$ cat src/shared/hsps_pkg.sv
// Shared constants, flag carriers and state types of the power sequencer
package hsps_pkg;

   // ==========================================================
   // Clock and timing
   localparam int unsigned CLK_HZ         = 50_000_000;
   localparam int unsigned NS_PER_S       = 1_000_000_000;
   localparam int unsigned TRIP_DELAY_NS  = 20_000;
   localparam int unsigned CLR_LOW_NS     = 100_000;
   localparam int unsigned FB_GLITCH_NS   = 2_000;
   localparam int          CNT_W          = 16;
   // Least times: round up to whole cycles
   localparam int unsigned TRIP_DELAY_CYC_I =
      (TRIP_DELAY_NS / 10 * (CLK_HZ / 100_000_000 * 0 + CLK_HZ / 1_000_000) + 99) / 100;
   localparam int unsigned CLR_LOW_CYC_I =
      (CLR_LOW_NS / 10 * (CLK_HZ / 1_000_000) + 99) / 100;
   localparam int unsigned FB_GLITCH_CYC_I =
      (FB_GLITCH_NS / 10 * (CLK_HZ / 1_000_000) + 99) / 100;
   localparam logic [CNT_W-1:0] TRIP_DELAY_CYC = CNT_W'(TRIP_DELAY_CYC_I);
   localparam logic [CNT_W-1:0] CLR_LOW_CYC    = CNT_W'(CLR_LOW_CYC_I);
   localparam logic [CNT_W-1:0] FB_GLITCH_CYC  = CNT_W'(FB_GLITCH_CYC_I);

   // ==========================================================
   // Register map
   localparam int          ADDR_W         = 8;
   localparam int          DATA_W         = 32;
   localparam logic [7:0]  ADDR_CTRL      = 8'h00;
   localparam logic [7:0]  ADDR_STATUS    = 8'h04;
   localparam logic [31:0] CTRL_RST       = 32'h0000_0000;
   localparam int          CTRL_INHIBIT   = 0;
   localparam int          ST_FAULT       = 0;
   localparam int          ST_PGOOD       = 1;
   localparam int          ST_CB_EN       = 2;
   localparam int          ST_ENABLED     = 3;
   localparam int          ST_TRIP_ARM    = 4;
   localparam int          ST_SEQ_LSB     = 8;
   localparam int          ST_T2_LSB      = 12;

   // ==========================================================
   // Comparator flags in, analog drive controls out
   typedef struct packed {
      logic uvlo_clear;
      logic on_turn_on;
      logic on_hyst;
      logic on_reset;
      logic timer_idle;
      logic gate_idle;
      logic filter_idle;
      logic ss_idle;
      logic timer_thresh;
      logic filter_thresh;
      logic ss_offset;
      logic load_flowing;
      logic ss_final;
      logic sense_cb;
      logic sense_acl;
      logic fb_above;
   } hsps_cmp_s;

   typedef struct packed {
      logic timer_pullup;
      logic timer_discharge;
      logic ss_pull_norm;
      logic ss_pull_slow;
      logic ss_pulldown;
      logic gate_hold_low;
      logic gate_pullup;
      logic gate_pd_soft;
      logic gate_pd_strong;
      logic acl_enable;
      logic filter_charge;
      logic filter_bleed;
      logic filter_dump;
   } hsps_drv_s;

   localparam int CMP_W = $bits(hsps_cmp_s);

   typedef enum logic [3:0] {
      ST_DISABLED,
      ST_IDLE,
      ST_T1_WAIT,
      ST_T1_RUN,
      ST_RAMP_CHECK,
      ST_SS_FAST,
      ST_SS_SLOW,
      ST_SS_TRACK,
      ST_SS_DONE,
      ST_POWER_DOWN,
      ST_LATCHED
   } hsps_seq_e;

   typedef enum logic [1:0] {
      T2_IDLE,
      T2_WAIT,
      T2_RUN,
      T2_DONE
   } hsps_t2_e;

endpackage

$ cat src/core/hsps_delay.sv
// Saturating delay counter: done rises after run has held for limit cycles
`timescale 1ns/1ps
module hsps_delay (
   input  wire logic                       i_core_clk,
   input  wire logic                       i_srst,
   input  wire logic                       i_run,
   input  wire logic [hsps_pkg::CNT_W-1:0] i_limit,
   output logic                            o_done
);

   logic [hsps_pkg::CNT_W-1:0] cnt_reg;
   logic [hsps_pkg::CNT_W-1:0] cnt_next;
   logic                       done_reg;

   assign cnt_next = cnt_reg + 1'b1;

   // Dropping run restarts the measurement from zero
   always_ff @(posedge i_core_clk)
   begin
      if (i_srst || !i_run)
      begin
         cnt_reg  <= '0;
         done_reg <= 1'b0;
      end
      else if (!done_reg)
      begin
         cnt_reg  <= cnt_next;
         done_reg <= (cnt_next >= i_limit);
      end
   end

   assign o_done = done_reg;

endmodule

$ cat src/core/hsps_sequencer.sv
// Live-insertion power sequencer: start-up timing, soft-start, breaker and fault latch
// What this block does
// RULE1: Stay disabled until supply lockout clears
// RULE2: On/off rising starts first timing cycle
// RULE3: Timer ramps only with all nodes idle; the second cycle checks only the timer node idle
// RULE4: Timer threshold ends cycle, arms breaker, discharges
// RULE5: Gate ramp needs idle nodes, low sense, fault high
// RULE6: Soft-start fast, then slow with gate released
// RULE7: Load current flowing restores normal soft-start rate
// RULE8: Feedback high starts second timing cycle, gated
// RULE9: Second cycle end releases power-good, timer held low
// RULE10: On/off below hysteresis starts soft gate discharge
// RULE11: Feedback low drops power-good after glitch filter
// RULE12: On/off below reset level resets, strong pulldown
// RULE13: Overcurrent charges the fault integrator
// RULE14: Overcurrent blocks second timing cycle start
// RULE15: No overcurrent bleeds the fault integrator slowly
// RULE16: Integrator trip while overloaded latches off, fault
// RULE17: Latched: power-good, soft-start, gate held low
// RULE18: Long low on/off pulse clears the latch
// RULE19: New rising on/off restarts full sequence
// RULE20: Limit loop off once sense drops below limit
// RULE21: Fixed delay between trip and gate pulldown
// RULE22: Soft-start low in lockout, first cycle, fault
// RULE23: Synchronised flags, clock-counted low pulse
`timescale 1ns/1ps
module hsps_sequencer #(
   parameter logic [hsps_pkg::CNT_W-1:0] P_CLR_LOW_CYC = hsps_pkg::CLR_LOW_CYC
) (
   input  wire logic                        i_core_clk,
   input  wire logic                        i_srst,
   input  wire hsps_pkg::hsps_cmp_s         i_cmp,
   input  wire logic                        i_psel,
   input  wire logic                        i_penable,
   input  wire logic                        i_pwrite,
   input  wire logic [hsps_pkg::ADDR_W-1:0] i_paddr,
   input  wire logic [hsps_pkg::DATA_W-1:0] i_pwdata,
   output logic      [hsps_pkg::DATA_W-1:0] o_prdata,
   output logic                             o_pready,
   output logic                             o_pslverr,
   output hsps_pkg::hsps_drv_s              o_drv,
   output logic                             o_fault_n,
   output logic                             o_supply_reset_n
);

   // ==========================================================
   // Comparator flag synchronisation
   hsps_pkg::hsps_cmp_s cmp;
   logic                on_prev_reg;

   hsps_sync #(
      .W (hsps_pkg::CMP_W)
   ) u_sync (
      .i_core_clk (i_core_clk),
      .i_srst     (i_srst),
      .i_async    (i_cmp),
      .o_sync     (cmp)                                   // [RULE23]
   );

   // ==========================================================
   // Registers and state
   hsps_pkg::hsps_seq_e         seq_reg;
   hsps_pkg::hsps_seq_e         seq_next;
   hsps_pkg::hsps_t2_e          t2_reg;
   hsps_pkg::hsps_t2_e          t2_next;
   hsps_pkg::hsps_drv_s         drv_reg;
   hsps_pkg::hsps_drv_s         drv_next;
   logic [hsps_pkg::DATA_W-1:0] ctrl_reg;
   logic [hsps_pkg::DATA_W-1:0] prdata_reg;
   logic                        pready_reg;
   logic                        pslverr_reg;
   logic                        fault_n_reg;
   logic                        fault_n_next;
   logic                        pgood_reg;
   logic                        pgood_next;
   logic                        cb_en_reg;
   logic                        cb_en_next;
   logic                        trip_arm_reg;
   logic                        trip_arm_next;

   // ==========================================================
   // Condition decode
   wire all_idle   = cmp.timer_idle & cmp.gate_idle & cmp.filter_idle & cmp.ss_idle;
   wire on_rise    = cmp.on_turn_on & ~on_prev_reg;
   wire on_low     = ~cmp.on_reset;
   wire on_drop    = ~cmp.on_hyst;
   wire inhibit    = ctrl_reg[hsps_pkg::CTRL_INHIBIT];
   wire in_ramp    = (seq_reg == hsps_pkg::ST_SS_FAST)  ||
                     (seq_reg == hsps_pkg::ST_SS_SLOW)  ||
                     (seq_reg == hsps_pkg::ST_SS_TRACK) ||
                     (seq_reg == hsps_pkg::ST_SS_DONE);
   wire in_run     = in_ramp ||
                     (seq_reg == hsps_pkg::ST_T1_WAIT) ||
                     (seq_reg == hsps_pkg::ST_T1_RUN)  ||
                     (seq_reg == hsps_pkg::ST_RAMP_CHECK);
   wire latched    = (seq_reg == hsps_pkg::ST_LATCHED);
   wire ramp_ok    = all_idle & ~cmp.sense_cb & fault_n_reg;              // [RULE5]
   wire t2_ok      = cmp.timer_idle & ~cmp.sense_cb & fault_n_reg;        // [RULE8]
   wire trip_seen  = cb_en_reg & cmp.filter_thresh & cmp.sense_cb & ~latched;  // [RULE16]

   // ==========================================================
   // Delay counters
   logic trip_done;
   logic clr_done;
   logic glitch_done;

   // Internal delay from integrator trip to gate pulldown
   hsps_delay u_trip_delay (
      .i_core_clk (i_core_clk),
      .i_srst     (i_srst),
      .i_run      (trip_arm_reg),
      .i_limit    (hsps_pkg::TRIP_DELAY_CYC),
      .o_done     (trip_done)                             // [RULE21]
   );

   // Minimum low time on the on/off input that clears the latch
   hsps_delay u_clr_delay (
      .i_core_clk (i_core_clk),
      .i_srst     (i_srst),
      .i_run      (latched & on_low),
      .i_limit    (P_CLR_LOW_CYC),
      .o_done     (clr_done)                              // [RULE18] [RULE23]
   );

   // Feedback must stay low this long before power-good drops
   hsps_delay u_fb_glitch (
      .i_core_clk (i_core_clk),
      .i_srst     (i_srst),
      .i_run      (pgood_reg & ~cmp.fb_above),
      .i_limit    (hsps_pkg::FB_GLITCH_CYC),
      .o_done     (glitch_done)                           // [RULE11]
   );

   // ==========================================================
   // Main sequence
   always_comb
   begin
      seq_next = seq_reg;
      case (seq_reg)
         hsps_pkg::ST_DISABLED:
            if (cmp.uvlo_clear)
               seq_next = hsps_pkg::ST_IDLE;                               // [RULE1]
         hsps_pkg::ST_IDLE:
            if (on_rise && !inhibit)
               seq_next = hsps_pkg::ST_T1_WAIT;                            // [RULE2] [RULE19]
         hsps_pkg::ST_T1_WAIT:
            if (all_idle)
               seq_next = hsps_pkg::ST_T1_RUN;                             // [RULE3]
         hsps_pkg::ST_T1_RUN:
            if (cmp.timer_thresh)
               seq_next = hsps_pkg::ST_RAMP_CHECK;                         // [RULE4]
         hsps_pkg::ST_RAMP_CHECK:
            if (ramp_ok)
               seq_next = hsps_pkg::ST_SS_FAST;                            // [RULE5]
         hsps_pkg::ST_SS_FAST:
            if (cmp.ss_offset)
               seq_next = hsps_pkg::ST_SS_SLOW;                            // [RULE6]
         hsps_pkg::ST_SS_SLOW:
            if (cmp.load_flowing)
               seq_next = hsps_pkg::ST_SS_TRACK;                           // [RULE7]
         hsps_pkg::ST_SS_TRACK:
            if (cmp.ss_final)
               seq_next = hsps_pkg::ST_SS_DONE;                            // [RULE7]
         hsps_pkg::ST_SS_DONE:
            seq_next = hsps_pkg::ST_SS_DONE;
         hsps_pkg::ST_POWER_DOWN:
            seq_next = hsps_pkg::ST_POWER_DOWN;
         hsps_pkg::ST_LATCHED:
            if (clr_done)
               seq_next = hsps_pkg::ST_IDLE;                               // [RULE18]
         default:
            seq_next = hsps_pkg::ST_DISABLED;
      endcase
      // Turn-off paths; the reset level outranks the soft discharge
      if (in_run && on_drop)
         seq_next = hsps_pkg::ST_POWER_DOWN;                               // [RULE10]
      if ((in_run || seq_reg == hsps_pkg::ST_POWER_DOWN) && on_low)
         seq_next = hsps_pkg::ST_IDLE;                                     // [RULE12]
      // A timed-out trip wins over any on/off activity
      if (trip_done)
         seq_next = hsps_pkg::ST_LATCHED;                                  // [RULE16]
      if (!cmp.uvlo_clear)
         seq_next = hsps_pkg::ST_DISABLED;                                 // [RULE1]
   end

   // ==========================================================
   // Second timing cycle and power-good
   always_comb
   begin
      t2_next    = t2_reg;
      pgood_next = pgood_reg;
      case (t2_reg)
         hsps_pkg::T2_IDLE:
            // Overcurrent holds off the start even with feedback already high
            if (in_ramp && cmp.fb_above && !cmp.sense_cb)
               t2_next = hsps_pkg::T2_WAIT;                                // [RULE8] [RULE14]
         hsps_pkg::T2_WAIT:
            if (t2_ok)
               t2_next = hsps_pkg::T2_RUN;                                 // [RULE8]
         hsps_pkg::T2_RUN:
            if (cmp.timer_thresh)
            begin
               t2_next    = hsps_pkg::T2_DONE;
               pgood_next = 1'b1;                                          // [RULE9]
            end
         hsps_pkg::T2_DONE:
            if (glitch_done)
            begin
               t2_next    = hsps_pkg::T2_IDLE;
               pgood_next = 1'b0;                                          // [RULE11]
            end
         default:
            t2_next = hsps_pkg::T2_IDLE;
      endcase
      // Leaving the powered states ends the cycle; power-good follows the filter
      if (!in_ramp && t2_reg != hsps_pkg::T2_DONE)
         t2_next = hsps_pkg::T2_IDLE;
      if (seq_next == hsps_pkg::ST_IDLE || seq_next == hsps_pkg::ST_DISABLED ||
          seq_next == hsps_pkg::ST_LATCHED)
      begin
         t2_next    = hsps_pkg::T2_IDLE;
         pgood_next = 1'b0;                                                // [RULE17]
      end
   end

   // ==========================================================
   // Breaker, trip timing and fault latch
   always_comb
   begin
      cb_en_next    = cb_en_reg;
      trip_arm_next = trip_arm_reg;
      fault_n_next  = fault_n_reg;
      if (seq_reg == hsps_pkg::ST_T1_RUN && cmp.timer_thresh)
         cb_en_next = 1'b1;                                                // [RULE4]
      if (trip_seen)
         trip_arm_next = 1'b1;                                             // [RULE16]
      if (trip_done)
      begin
         fault_n_next  = 1'b0;                                             // [RULE16] [RULE21]
         trip_arm_next = 1'b0;
         cb_en_next    = 1'b0;
      end
      if (clr_done)
         fault_n_next = 1'b1;                                              // [RULE18]
      // A trip timing in flight is abandoned by a sequence reset
      if (seq_next == hsps_pkg::ST_IDLE || seq_next == hsps_pkg::ST_DISABLED)
      begin
         cb_en_next    = 1'b0;
         trip_arm_next = 1'b0;
      end
      if (!cmp.uvlo_clear)
         fault_n_next = 1'b1;
   end

   // ==========================================================
   // Analog drive controls
   always_comb
   begin
      drv_next = '0;
      drv_next.timer_pullup = (seq_reg == hsps_pkg::ST_T1_RUN) ||              // [RULE3]
                              (t2_reg == hsps_pkg::T2_RUN && t2_ok);           // [RULE8]
      // Quick discharge after the first cycle, held low after the second
      drv_next.timer_discharge = !drv_next.timer_pullup;                       // [RULE4] [RULE9]
      drv_next.ss_pull_norm  = (seq_reg == hsps_pkg::ST_SS_FAST)  ||
                               (seq_reg == hsps_pkg::ST_SS_TRACK) ||
                               (seq_reg == hsps_pkg::ST_SS_DONE);              // [RULE7]
      drv_next.ss_pull_slow  = (seq_reg == hsps_pkg::ST_SS_SLOW);              // [RULE6]
      drv_next.ss_pulldown   = (seq_reg == hsps_pkg::ST_DISABLED)   ||
                               (seq_reg == hsps_pkg::ST_IDLE)       ||
                               (seq_reg == hsps_pkg::ST_T1_WAIT)    ||
                               (seq_reg == hsps_pkg::ST_T1_RUN)     ||
                               (seq_reg == hsps_pkg::ST_RAMP_CHECK) ||
                               latched;                                        // [RULE22] [RULE17]
      drv_next.gate_hold_low = (seq_reg == hsps_pkg::ST_SS_FAST);              // [RULE6]
      drv_next.gate_pullup   = (seq_reg == hsps_pkg::ST_SS_SLOW)  ||
                               (seq_reg == hsps_pkg::ST_SS_TRACK) ||
                               (seq_reg == hsps_pkg::ST_SS_DONE);              // [RULE6]
      drv_next.gate_pd_soft  = (seq_reg == hsps_pkg::ST_POWER_DOWN);           // [RULE10]
      drv_next.gate_pd_strong = !in_run && !drv_next.gate_pd_soft;             // [RULE12] [RULE17]
      // Past the end of soft-start the loop only acts while at the limit
      drv_next.acl_enable    = (seq_reg == hsps_pkg::ST_SS_FAST)    ||
                               (seq_reg == hsps_pkg::ST_SS_TRACK)   ||
                               (seq_reg == hsps_pkg::ST_POWER_DOWN) ||
                               (seq_reg == hsps_pkg::ST_SS_DONE && cmp.sense_acl);  // [RULE20]
      drv_next.filter_dump   = on_low;
      drv_next.filter_charge = cb_en_reg && cmp.sense_cb && !latched && !on_low;    // [RULE13]
      drv_next.filter_bleed  = !drv_next.filter_charge && !on_low;                  // [RULE15]
      // A timed-out trip pulls gate and soft-start down at once
      if (trip_done)
      begin
         drv_next = '0;
         drv_next.gate_pd_strong  = 1'b1;                                      // [RULE16]
         drv_next.ss_pulldown     = 1'b1;                                      // [RULE22]
         drv_next.timer_discharge = 1'b1;
         drv_next.filter_bleed    = !on_low;
         drv_next.filter_dump     = on_low;
      end
   end

   // ==========================================================
   // APB slave: one wait state, write lands at the pready edge
   wire hit_ctrl   = (i_paddr == hsps_pkg::ADDR_CTRL);
   wire hit_status = (i_paddr == hsps_pkg::ADDR_STATUS);
   wire apb_access = i_psel & i_penable & ~pready_reg;
   wire apb_write  = i_psel & i_penable & pready_reg & i_pwrite & hit_ctrl;
   wire [hsps_pkg::DATA_W-1:0] status_word =
      (hsps_pkg::DATA_W'(fault_n_reg)  << hsps_pkg::ST_FAULT)    |
      (hsps_pkg::DATA_W'(pgood_reg)    << hsps_pkg::ST_PGOOD)    |
      (hsps_pkg::DATA_W'(cb_en_reg)    << hsps_pkg::ST_CB_EN)    |
      (hsps_pkg::DATA_W'(cmp.uvlo_clear) << hsps_pkg::ST_ENABLED) |
      (hsps_pkg::DATA_W'(trip_arm_reg) << hsps_pkg::ST_TRIP_ARM) |
      (hsps_pkg::DATA_W'(seq_reg)      << hsps_pkg::ST_SEQ_LSB)  |
      (hsps_pkg::DATA_W'(t2_reg)       << hsps_pkg::ST_T2_LSB);
   wire [hsps_pkg::DATA_W-1:0] rd_mux =
      hit_ctrl   ? ctrl_reg :
      hit_status ? status_word : '0;

   always_ff @(posedge i_core_clk)
   begin
      if (i_srst)
      begin
         pready_reg  <= 1'b0;
         pslverr_reg <= 1'b0;
         prdata_reg  <= '0;
         ctrl_reg    <= hsps_pkg::CTRL_RST;
      end
      else
      begin
         pready_reg  <= apb_access;
         pslverr_reg <= apb_access & ~(hit_ctrl | hit_status);
         prdata_reg  <= (apb_access & ~i_pwrite) ? rd_mux : '0;
         if (apb_write)
            ctrl_reg <= i_pwdata & (hsps_pkg::DATA_W'(1) << hsps_pkg::CTRL_INHIBIT);
      end
   end

   // ==========================================================
   // Sequencer state registers
   always_ff @(posedge i_core_clk)
   begin
      if (i_srst)
      begin
         seq_reg      <= hsps_pkg::ST_DISABLED;
         t2_reg       <= hsps_pkg::T2_IDLE;
         drv_reg      <= '0;
         fault_n_reg  <= 1'b1;
         pgood_reg    <= 1'b0;
         cb_en_reg    <= 1'b0;
         trip_arm_reg <= 1'b0;
         on_prev_reg  <= 1'b1;
      end
      else
      begin
         seq_reg      <= seq_next;
         t2_reg       <= t2_next;
         drv_reg      <= drv_next;
         fault_n_reg  <= fault_n_next;
         pgood_reg    <= pgood_next;
         cb_en_reg    <= cb_en_next;
         trip_arm_reg <= trip_arm_next;
         on_prev_reg  <= cmp.on_turn_on;
      end
   end

   assign o_prdata         = prdata_reg;
   assign o_pready         = pready_reg;
   assign o_pslverr        = pslverr_reg;
   assign o_drv            = drv_reg;
   assign o_fault_n        = fault_n_reg;
   assign o_supply_reset_n = pgood_reg;

endmodule

$ cat src/core/hsps_sync.sv
// Two-flop synchroniser for the comparator flag vector
`timescale 1ns/1ps
module hsps_sync #(
   parameter int W = hsps_pkg::CMP_W
) (
   input  wire logic         i_core_clk,
   input  wire logic         i_srst,
   input  wire logic [W-1:0] i_async,
   output logic      [W-1:0] o_sync
);

   logic [W-1:0] meta_reg;
   logic [W-1:0] sync_reg;

   // Only the second stage is visible to any logic
   always_ff @(posedge i_core_clk)
   begin
      if (i_srst)
      begin
         meta_reg <= '0;
         sync_reg <= '0;
      end
      else
      begin
         meta_reg <= i_async;
         sync_reg <= meta_reg;
      end
   end

   assign o_sync = sync_reg;

endmodule

$ cat config.mk
export PLATFORM = sky130hd
export DESIGN_NAME = hsps_sequencer
export DESIGN_NICKNAME = d
export VERILOG_FILES = /design/src/shared/hsps_pkg.sv /design/src/core/hsps_delay.sv /design/src/core/hsps_sequencer.sv /design/src/core/hsps_sync.sv
export SDC_FILE = /design/constraint.sdc
export NUM_CORES = 1
export LEC_CHECK = 0
export ABC_AREA = 1
export BUFFER_PORTS_ARGS = -buffer_cell sky130_fd_sc_hd__buf_2
export CAP_MARGIN = 20
export CORE_MARGIN = 2
export CORE_UTILIZATION = 61
export CTS_BUF_LIST = sky130_fd_sc_hd__clkbuf_8
export CTS_CLUSTER_DIAMETER = 80
export DETAILED_ROUTE_END_ITERATION = 12
export HOLD_SLACK_MARGIN = 0.1
export PLACE_DENSITY = 0.94
export SLEW_MARGIN = 5
export SYNTH_ARGS = -nofsm -noshare
export SYNTH_HDL_FRONTEND = slang
export SYNTH_SLANG_ARGS = --single-unit
$ cat constraint.sdc
create_clock -name i_core_clk -period 2.9 [get_ports i_core_clk]
set_input_delay 0.58 -clock i_core_clk [delete_from_list [all_inputs] [get_ports i_core_clk]]
set_output_delay 0.58 -clock i_core_clk [all_outputs]
set_load 0.005 [all_outputs]
Yosys cells after proc, flatten, opt, wreduce, memory -nomap -nowiden
Cells that the tools add are included.
{"block": "word_totals", "ff_bits": 124, "in_bits": 61, "output_inout_bits": 49, "word_cells": 189}
{"block": "op_classes", "n_addsub": 3, "n_lt_le_gt_ge": 3, "n_eq_ne": 21, "muxes": 27, "n_bitwise": 39, "n_reduce_logical": 63}
{"cell": "adder 16 x 1 -> 16 bit (second input constant)", "count": 3}
{"cell": "2-to-1 mux 4 bit", "count": 12}
{"cell": "one-hot mux 4 bit (11 select lines)", "count": 1}
{"cell": "logical OR 1 bit", "count": 24}
{"cell": "AND 1 bit", "count": 20}
{"cell": "equality test 4 x 3 -> 1 bit (second input constant)", "count": 4}
{"cell": "equality test 4 bit (second input constant)", "count": 4}
{"cell": ">= comparator 16 x 10 -> 1 bit (second input constant)", "count": 1}
{"cell": ">= comparator 16 x 13 -> 1 bit (second input constant)", "count": 1}
{"cell": ">= comparator 16 x 7 -> 1 bit (second input constant)", "count": 1}
{"cell": "logical AND 1 bit", "count": 14}
{"cell": "OR 12 x 14 -> 14 bit", "count": 1}
{"cell": "2-to-1 mux 12 bit", "count": 1}
{"cell": "inverter 1 bit", "count": 12}
{"cell": "OR 5 x 12 -> 12 bit", "count": 1}
{"cell": "zero test 1 bit", "count": 11}
{"cell": "OR reduction 3 bit", "count": 3}
{"cell": "equality test 4 x 1 -> 1 bit (second input constant)", "count": 2}
{"cell": "equality test 4 x 2 -> 1 bit (second input constant)", "count": 2}
{"cell": "equality test 8 x 3 -> 1 bit (second input constant)", "count": 1}
{"cell": "zero test 4 bit", "count": 2}
{"cell": "zero test 8 bit", "count": 1}
{"cell": "2-to-1 mux 2 bit", "count": 4}
{"cell": "one-hot mux 2 bit (4 select lines)", "count": 1}
{"cell": "other kinds (17)", "count": 29}

Logic depth before layout (Yosys ltp)
Gate-level depths: netlist of the first run.
{"block": "depth", "word_depth": 16, "mapped_depth": 14, "mapped_depth_nobuf": 14}

By module
A second synthesis of the first run with hierarchy kept.
{"block": "unflattened", "cells_unflattened": 1012, "area_unflattened_um2": 7076.8}
{"mod": "hsps_delay", "instances": 3, "cells_per_inst": 217, "area_per_inst_um2": 1427.6, "seq_area_each_um2": 340.3}
{"mod": "hsps_sequencer", "instances": 1, "cells_per_inst": 262, "area_per_inst_um2": 1879.3, "seq_area_each_um2": 760.7}
{"mod": "hsps_sync", "instances": 1, "cells_per_inst": 99, "area_per_inst_um2": 914.6, "seq_area_each_um2": 640.6}

Least setup slack after synthesis of the first run
OpenSTA, ideal clock, no wires.
{"block": "synth_timing", "path_kind": "reg-to-reg", "from": "register u_clr_delay.cnt_reg[0] (netlist name)", "to": "register u_clr_delay.done_reg, in the netlist u_clr_delay.o_done", "setup_time_ns": 0.109, "arrival_time_ns": 1.513, "path_slack_ns": 1.278, "stages_incl_launch_ff": 12, "n_path_buf": 0, "path_cell_list": "dfxtp_1 -> ha_1 -> nand3_1 -> nor2_1 -> nand2_1 -> nor3_1 -> xor2_1 -> nand2_1 -> nor2_1 -> nand3_1 -> nand2_1 -> inv_1"}
{"block": "synth_via", "elab_chain_cells": 3}
{"item": "start, declared", "line": "hsps_delay.sv:11", "rtl": "logic [hsps_pkg::CNT_W-1:0] cnt_reg;"}
{"item": "start signal, assigned", "line": "hsps_delay.sv:27", "rtl": "cnt_reg <= cnt_next;"}
{"item": "adder 16 x 1 -> 16 bit", "line": "hsps_delay.sv:15", "rtl": "assign cnt_next = cnt_reg + 1'b1;"}
{"item": ">= comparator 16 x 13 -> 1 bit", "line": "hsps_delay.sv:28", "rtl": "done_reg <= (cnt_next >= i_limit);"}
{"item": "2-to-1 mux 1 bit", "line": "hsps_delay.sv:25", "rtl": "else if (!done_reg)"}
{"item": "end signal, assigned", "line": "hsps_delay.sv:28"}
{"item": "end, declared", "line": "hsps_delay.sv:13", "rtl": "logic done_reg;"}
No other way between the ends.
A chain may end at the register's enable or synchronous reset.

Final worst setup path of the first run
{"block": "layout_timing", "from": "register u_trip_delay.cnt_reg[0] (netlist name)", "to": "register u_trip_delay.done_reg, in the netlist u_trip_delay.o_done"}
{"block": "layout_via", "elab_chain_cells": 3}
{"item": "start, declared", "line": "hsps_delay.sv:11"}
{"item": "start signal, assigned", "line": "hsps_delay.sv:27"}
{"item": "adder 16 x 1 -> 16 bit", "line": "hsps_delay.sv:15"}
{"item": ">= comparator 16 x 10 -> 1 bit", "line": "hsps_delay.sv:28"}
{"item": "2-to-1 mux 1 bit", "line": "hsps_delay.sv:25"}
{"item": "end signal, assigned", "line": "hsps_delay.sv:28"}
{"item": "end, declared", "line": "hsps_delay.sv:13"}
No other way between the ends.

==> impl_metrics.env, run 1 <==
export IMPL_grt_max_degree=42
export IMPL_power_leakage_nw=3.02
export IMPL_drtAntennaViolNets=0
export IMPL_reg2reg_from="u_trip_delay.cnt_reg[0]"
export IMPL_use_met3_pct=5.48
export IMPL_final_cells=942
export IMPL_grt_pass1_wl_um=19700
export IMPL_rows=34
export IMPL_die_area_um2=9820
export IMPL_drv_cap=0
export IMPL_arrival_ns=2.48
export IMPL_sw_frac_of_total_pct=22.7
export IMPL_synth_most_common_cell="inv_1"
export IMPL_ys_ff_latch=121
export IMPL_clockRootBuffer="clkbuf_8"
export IMPL_setup_viol=0
export IMPL_dp_hpwl_um=7970
export IMPL_first_pass_iters=6
export IMPL_hold_violations=0
export IMPL_synth_ff_type="dfxtp_1"
export IMPL_ir_drop_mv=0.447
export IMPL_holdCritPathClass="primary input to flip-flop"
export IMPL_p_total_mw=3.32
export IMPL_rsz0062_at_grt="no"
export IMPL_async_reset_ff_share_pct=0
export IMPL_grt_ovfl_total=0
export IMPL_synth_edf_count=0
export IMPL_finish_utilization_pct=70.9
export IMPL_max_freq_mhz=460
export IMPL_diodes=0
export IMPL_gp_congestion=0.945
export IMPL_cts_max_path_buffers=2
export IMPL_synth_top_cells_by_count="inv_1 (137), dfxtp_1 (121), nand2_1 (117)"
export IMPL_drt_iter0_drc=352
export IMPL_crit_path_max_incr_delay_ns=0.52
export IMPL_p_int_mw=2.57
export IMPL_synth_area_um2=5520
export IMPL_io_pins=110
export IMPL_tritoncts="done"
export IMPL_htree_levels=4
export IMPL_avgSynthCellArea_um2=7.24
export IMPL_rr_endpoint="u_trip_delay.o_done"
export IMPL_setup_tns_ns=0
export IMPL_io_buffers=57
export IMPL_use_met2_pct=43.5
export IMPL_critPathBufInv=1
export IMPL_hold_depth=3
export IMPL_wire_per_inst_um=12.6
export IMPL_crit_type="flip-flop to flip-flop"
export IMPL_crit_top_cell="nor2_1"
export IMPL_clk_pin_slew_ns=0.07
export IMPL_path_max_fanout=10
export IMPL_end_kind="flip-flop"
export IMPL_tightest_slew_ns=0.870
export IMPL_die_w_um=99.1
export IMPL_start_util_pct=63.0
export IMPL_core_area_um2=8760
export IMPL_vias_per_cell=5.20
export IMPL_yosysWarnings=0
export IMPL_grt_total_usage_pct=24.9
export IMPL_hold_end="u_sync.meta_reg[12]"
export IMPL_clock_sinks=121
export IMPL_rr_worst_depth=11
export IMPL_grt_use_met1_pct=28.9
export IMPL_clk_insertion_delay_late_ns=0.43
export IMPL_r2r_slack_ns=0.73
export IMPL_postCtsSetupRepairBufs=0
export IMPL_yosysTopAreaCellShare_pct=43.9
export IMPL_outcome="finished, final reports clean"
export IMPL_num_vias=4900
export IMPL_slew_headroom_pct=41.9
export IMPL_power_density_nw_per_um2=534
export IMPL_crit_slowest_cell="dfxtp_1"
export IMPL_synthDistinctLibCells=32
export IMPL_die_height_um=99.1
export IMPL_pwr_share_comb_pct=2.4
export IMPL_period_minus_slack_ns=2.17
export IMPL_synth_top_cell_by_area="dfxtp_1"
export IMPL_p_sw_mw=0.754
export IMPL_drcViolationCount=0
export IMPL_seq_area_frac_synth_pct=43.9
export IMPL_seq_power_share_pct=51.1
export IMPL_cts_resized=0
export IMPL_crit_family="simple AND/OR/NAND/NOR gates"
export IMPL_finalCritPeriodShare_pct=74.9
export IMPL_synthCells=762
export IMPL_antenna_found_initial=0
export IMPL_cts_hold_buf=0
export IMPL_grt_pass1_vias=4486
export IMPL_min_from="i_cmp[12]"
export IMPL_syn_to_final_growth_pct=12.6
export IMPL_power_frac_clock_pct=46.5
export IMPL_synth_area_leaders="dfxtp_1 (44%), inv_1 (9.3%), nand2_1 (8.0%), nor2_1 (7.9%), xor2_1 (4.3%)"
export IMPL_drv_slew=0
export IMPL_crit_chain="ha_1, inv_1, nor2_1, nand2_1, nor2_1, xor2_1, nor2_1, nand3_1, nand4_1, nor2_1, nor2_1"
export IMPL_grt_busiest_layer="met2"
export IMPL_layout_drive_gt1_share_pct=12.2
export IMPL_wirelength_um=11900
export IMPL_nets=894
export IMPL_cp_start_kind="flip-flop"
export IMPL_cts_buffers=17
export IMPL_finClkSkew_ns=0.0133
export IMPL_required_ns=3.21
export IMPL_dp_cells=911
==> cell families (layout without fill, tap and decap cells) <==
logic type / Yosys count / in the layout / share of synthesized area (%)
AO/OA/AOI/OAI: 97 / 97 / 9.79
XOR/XNOR: 33 / 33 / 5.24
adder cells (fa/ha/maj): 11 / 11 / 2.49
buffers and inverters: 177 / 229 / 13.5
flip-flops: 121 / 121 / 43.9
other: 1 / 21 / 0.0679
AND/OR/NAND/NOR: 322 / 322 / 25.0
==> power by group through the flow <==
stage	logic (mW)	registers (mW)	clock network [mW]
after floorplan	0.0647	1.73	0
after global placement	0.0752	1.73	0
after detailed placement	0.0776	1.74	0
after CTS	0.0789	1.70	1.56
after global routing	0.0917	1.70	1.64
final	0.0789	1.70	1.54
==> layout by cell type (no fill, tap or decap), types with 6 or more instances in the layout <==
cell type | synthesis | layout
o211ai_1 | 15 | 15
nor2_1 | 116 | 116
o21ai_0 | 34 | 34
conb_1 | 1 | 21
nand3_1 | 38 | 38
nor3_1 | 20 | 20
nand2_1 | 117 | 117
clkbuf_8 | 0 | 17
dfxtp_1 | 121 | 121
xor2_1 | 27 | 27
buf_2 | 1 | 57
xnor2_1 | 6 | 6
nand4_1 | 17 | 17
a21oi_1 | 40 | 40
ha_1 | 11 | 11
inv_1 | 137 | 137
==> cell type report <==
cell class,count,area (um2)
Clock inverter,14,171
Timing Repair Buffer,60,308
Fill cell,667,2550
Sequential cell,121,2420
Multi-Input combinational cell,484,2430
Clock buffer,17,234
Inverter,138,518
Tap cell,108,135
==> worst max-delay path by stage <==
stage / end / slack (ns) / from / cells after the start
final: u_trip_delay.o_done / 0.73 / u_trip_delay.cnt_reg[0] / 11
after global routing: u_trip_delay.o_done / 0.43 / u_trip_delay.cnt_reg[0] / 11
after CTS: u_trip_delay.o_done / 0.77 / u_trip_delay.cnt_reg[0] / 11
after detailed placement: o_prdata[0] / 0.82 / i_srst / 6
after global placement: trip_arm_reg / 0.85 / i_srst / 6
after floorplan: u_clr_delay.o_done / 1.28 / u_clr_delay.cnt_reg[0] / 11
==> per-layer routing <==
layer | vias to the layer above | part of all wire (%)
li1 | 2460 | -
met1 | 2206 | 41
met2 | 203 | 50
met3 | 31 | 6.4
met4 | 0 | 2.8
met5 | - | 0
==> stage by stage <==
| step | area (um2) | worst slack, ns | hold slack (ns) |
|---|---|---|---|
| after floorplan | 5590 | 1.28 | 0.388 |
| after global placement | 5810 | 0.851 | 0.391 |
| after detailed placement | 5810 | 0.821 | 0.392 |
| after CTS | 6220 | 0.770 | 0.337 |
| after global routing | 6220 | 0.426 | 0.347 |
| final | 6220 | 0.727 | 0.351 |
==> worst register-to-register path, delay by kind of cell, from the launching register on <==
family | cells | cell delay, ns
fa+ha+maj | 1 | 0.25
xor+xnor | 1 | 0.21
simple gates | 8 | 1.02
flops | 1 | 0.52
buf+inv | 1 | 0.06
Power figures use the tool's default switching activity.
==> run 2, diff against run 1 <==
--- a/config.mk
+++ b/config.mk
@@ -9,12 +9,12 @@
 export BUFFER_PORTS_ARGS = -buffer_cell sky130_fd_sc_hd__buf_2
 export CAP_MARGIN = 20
 export CORE_MARGIN = 2
-export CORE_UTILIZATION = 61
+export CORE_UTILIZATION = 52
 export CTS_BUF_LIST = sky130_fd_sc_hd__clkbuf_8
 export CTS_CLUSTER_DIAMETER = 80
 export DETAILED_ROUTE_END_ITERATION = 12
 export HOLD_SLACK_MARGIN = 0.1
-export PLACE_DENSITY = 0.94
+export PLACE_DENSITY = 0.86
 export SLEW_MARGIN = 5
 export SYNTH_ARGS = -nofsm -noshare
 export SYNTH_HDL_FRONTEND = slang
==> constraint.sdc (replaced) <==
create_clock -name i_core_clk -period 1.8 [get_ports i_core_clk]
set_input_delay 0.36 -clock i_core_clk [delete_from_list [all_inputs] [get_ports i_core_clk]]
set_output_delay 0.36 -clock i_core_clk [all_outputs]
set_load 0.005 [all_outputs]
==> run 2 against run 1 <==
Clock skew shrank 0.00079 ns. Critical path type unchanged. Largest cell class unchanged. Global-route usage is 4.5 points lower. Maximum frequency is 26% higher. Cell count increased by 4.5%. Sequential share of layout area down 1.0 points. Hold slack worse by 0.22 ns. Wire length shrank 3.0%. Total power is 55% higher. Utilization is 8.8 points lower. Largest power group unchanged. Via count fell by 1.8%. Sequential cell count is the same.
==> impl_metrics.env, run 2 (synthesized netlist as in run 1, its figures left out) <==
export IMPL_grt_ovfl_total=0
export IMPL_vias_per_cell=4.89
export IMPL_clock_sinks=121
export IMPL_tightest_slew_ns=0.585
export IMPL_grt_total_usage_pct=20.4
export IMPL_clk_pin_slew_ns=0.06
export IMPL_grt_pass1_vias=4337
export IMPL_hold_violations=0
export IMPL_end_kind="flip-flop"
export IMPL_die_height_um=107
export IMPL_drcViolationCount=0
export IMPL_required_ns=2.11
export IMPL_finish_utilization_pct=62.2
export IMPL_wire_per_inst_um=11.7
export IMPL_setup_viol=0
export IMPL_diodes=0
export IMPL_clockRootBuffer="clkbuf_8"
export IMPL_antenna_found_initial=0
export IMPL_power_density_nw_per_um2=801
export IMPL_wirelength_um=11500
export IMPL_holdCritPathClass="primary input to flip-flop"
export IMPL_seq_power_share_pct=53.2
export IMPL_pwr_share_comb_pct=2.5
export IMPL_mostFrequentLayoutCells="inv_1 (139), nand2_1 (115), dfxtp_1 (114)"
export IMPL_outcome="finished, final reports clean"
export IMPL_tritoncts="done"
export IMPL_power_frac_clock_pct=44.3
export IMPL_first_pass_iters=5
export IMPL_sw_frac_of_total_pct=21.5
export IMPL_arrival_ns=2.04
export IMPL_num_vias=4811
export IMPL_p_total_mw=5.14
export IMPL_core_area_um2=10300
export IMPL_slew_headroom_pct=61.0
export IMPL_cts_buffers=17
export IMPL_syn_to_final_growth_pct=16.3
export IMPL_rows=37
export IMPL_nets=909
export IMPL_final_cells=984
export IMPL_dp_cells=953
export IMPL_finalCritPeriodShare_pct=95.8
export IMPL_clk_insertion_delay_late_ns=0.43
export IMPL_io_buffers=57
export IMPL_die_w_um=107
export IMPL_gp_congestion=0.922
export IMPL_layout_commonest_cell="inv_1"
export IMPL_power_leakage_nw=3.15
export IMPL_layout_drive_gt1_share_pct=15.9
export IMPL_ir_drop_mv=0.524
export IMPL_io_pins=110
export IMPL_die_area_um2=11500
export IMPL_drv_cap=0
export IMPL_grt_pass1_wl_um=18700
export IMPL_max_freq_mhz=580
export IMPL_grt_max_degree=24
export IMPL_start_util_pct=53.5
export IMPL_cts_hold_buf=0
export IMPL_dp_hpwl_um=8200
export IMPL_finClkSkew_ns=0.0126
export IMPL_drtAntennaViolNets=0
export IMPL_drt_iter0_drc=330
export IMPL_crit_type="flip-flop to flip-flop"
export IMPL_p_int_mw=4.03
export IMPL_drv_slew=0
export IMPL_p_sw_mw=1.10
export IMPL_period_minus_slack_ns=1.73
export IMPL_cts_max_path_buffers=2
export IMPL_path_max_fanout=3
export IMPL_cp_start_kind="flip-flop"
export IMPL_htree_levels=4
-- run 2: changes by cell type in the layout (fill, tap and decap cells not counted), moves of 3 or more --
cell,delta
buf_4,+15
dfxtp_1,-7
dfxtp_2,+6
nor2_1,-6
nor2_2,+4
inv_6,-3
-- run 2: final cells by class --
| type | count | area (um2) |
|---|---|---|
| inverters | 138 | 518 |
| well taps | 136 | 170 |
| flip-flops and latches | 121 | 2430 |
| multi-input cells | 484 | 2500 |
| clock buffers | 19 | 262 |
| fillers | 896 | 3910 |
| clock inverters | 11 | 108 |
| repair buffers | 75 | 420 |
-- run 2: metal layers --
metal | part of all wire, % | track usage, %
met1 | 44 | 25.2
met2 | 48 | 33.8
met3 | 5.9 | 5.71
met4 | 1.5 | 7.88
met5 | 0 | 0
-- run 2: what timing repair did --
item	in CTS	in global routing
buffers inserted	0	1
endpoints found under the setup margin	1	12
gates resized for setup	2	25
pin swaps	0	4
-- run 2: critical path, cell delays in order, from the launching register on --
cell and delay, ns:
dfxtp_1 0.35, ha_1 0.18, inv_1 0.08, nor2_4 0.14, nand2_1 0.09, nor2_1 0.13, xor2_1 0.24, nor2_1 0.08
nand3_1 0.10, nand4_1 0.09, nor2_1 0.09, nor2_1 0.04
-- run 2: power by group through the flow --
| stage | sequential, mW | clock [mW] | combinational [mW] |
|---|---|---|---|
| finish | 2.73 | 2.27 | 0.130 |
| global route | 2.74 | 2.44 | 0.152 |
| CTS | 2.73 | 2.31 | 0.130 |
| detailed placement | 2.79 | 0 | 0.130 |
| global placement | 2.79 | 0 | 0.127 |
| floorplan | 2.79 | 0 | 0.104 |
-- run 2: final timing paths --
kind	from	to	slack, ns	cells after the start
max	u_trip_delay.cnt_reg[1]	u_trip_delay.o_done	0.07	11
min	i_cmp[8]	u_sync.meta_reg[8]	0.13	3
max reg2reg	u_trip_delay.cnt_reg[1]	u_trip_delay.o_done	0.07	11
min reg2reg	u_sync.meta_reg[10]	u_sync.o_sync[10]	0.40	2
-- run 2: through the flow --
stage | setup WS, ns | instance area [um2] | hold slack [ns] | setup TNS [ns]
after CTS | 0.0287 | 6320 | 0.112 | 0
after floorplan | 0.178 | 5590 | 0.388 | 0
after global routing | -0.0554 | 6420 | 0.124 | -0.0909
final | 0.0749 | 6420 | 0.130 | 0
after global placement | 0.0164 | 5950 | 0.392 | 0
after detailed placement | -0.0315 | 5950 | 0.392 | -0.0315
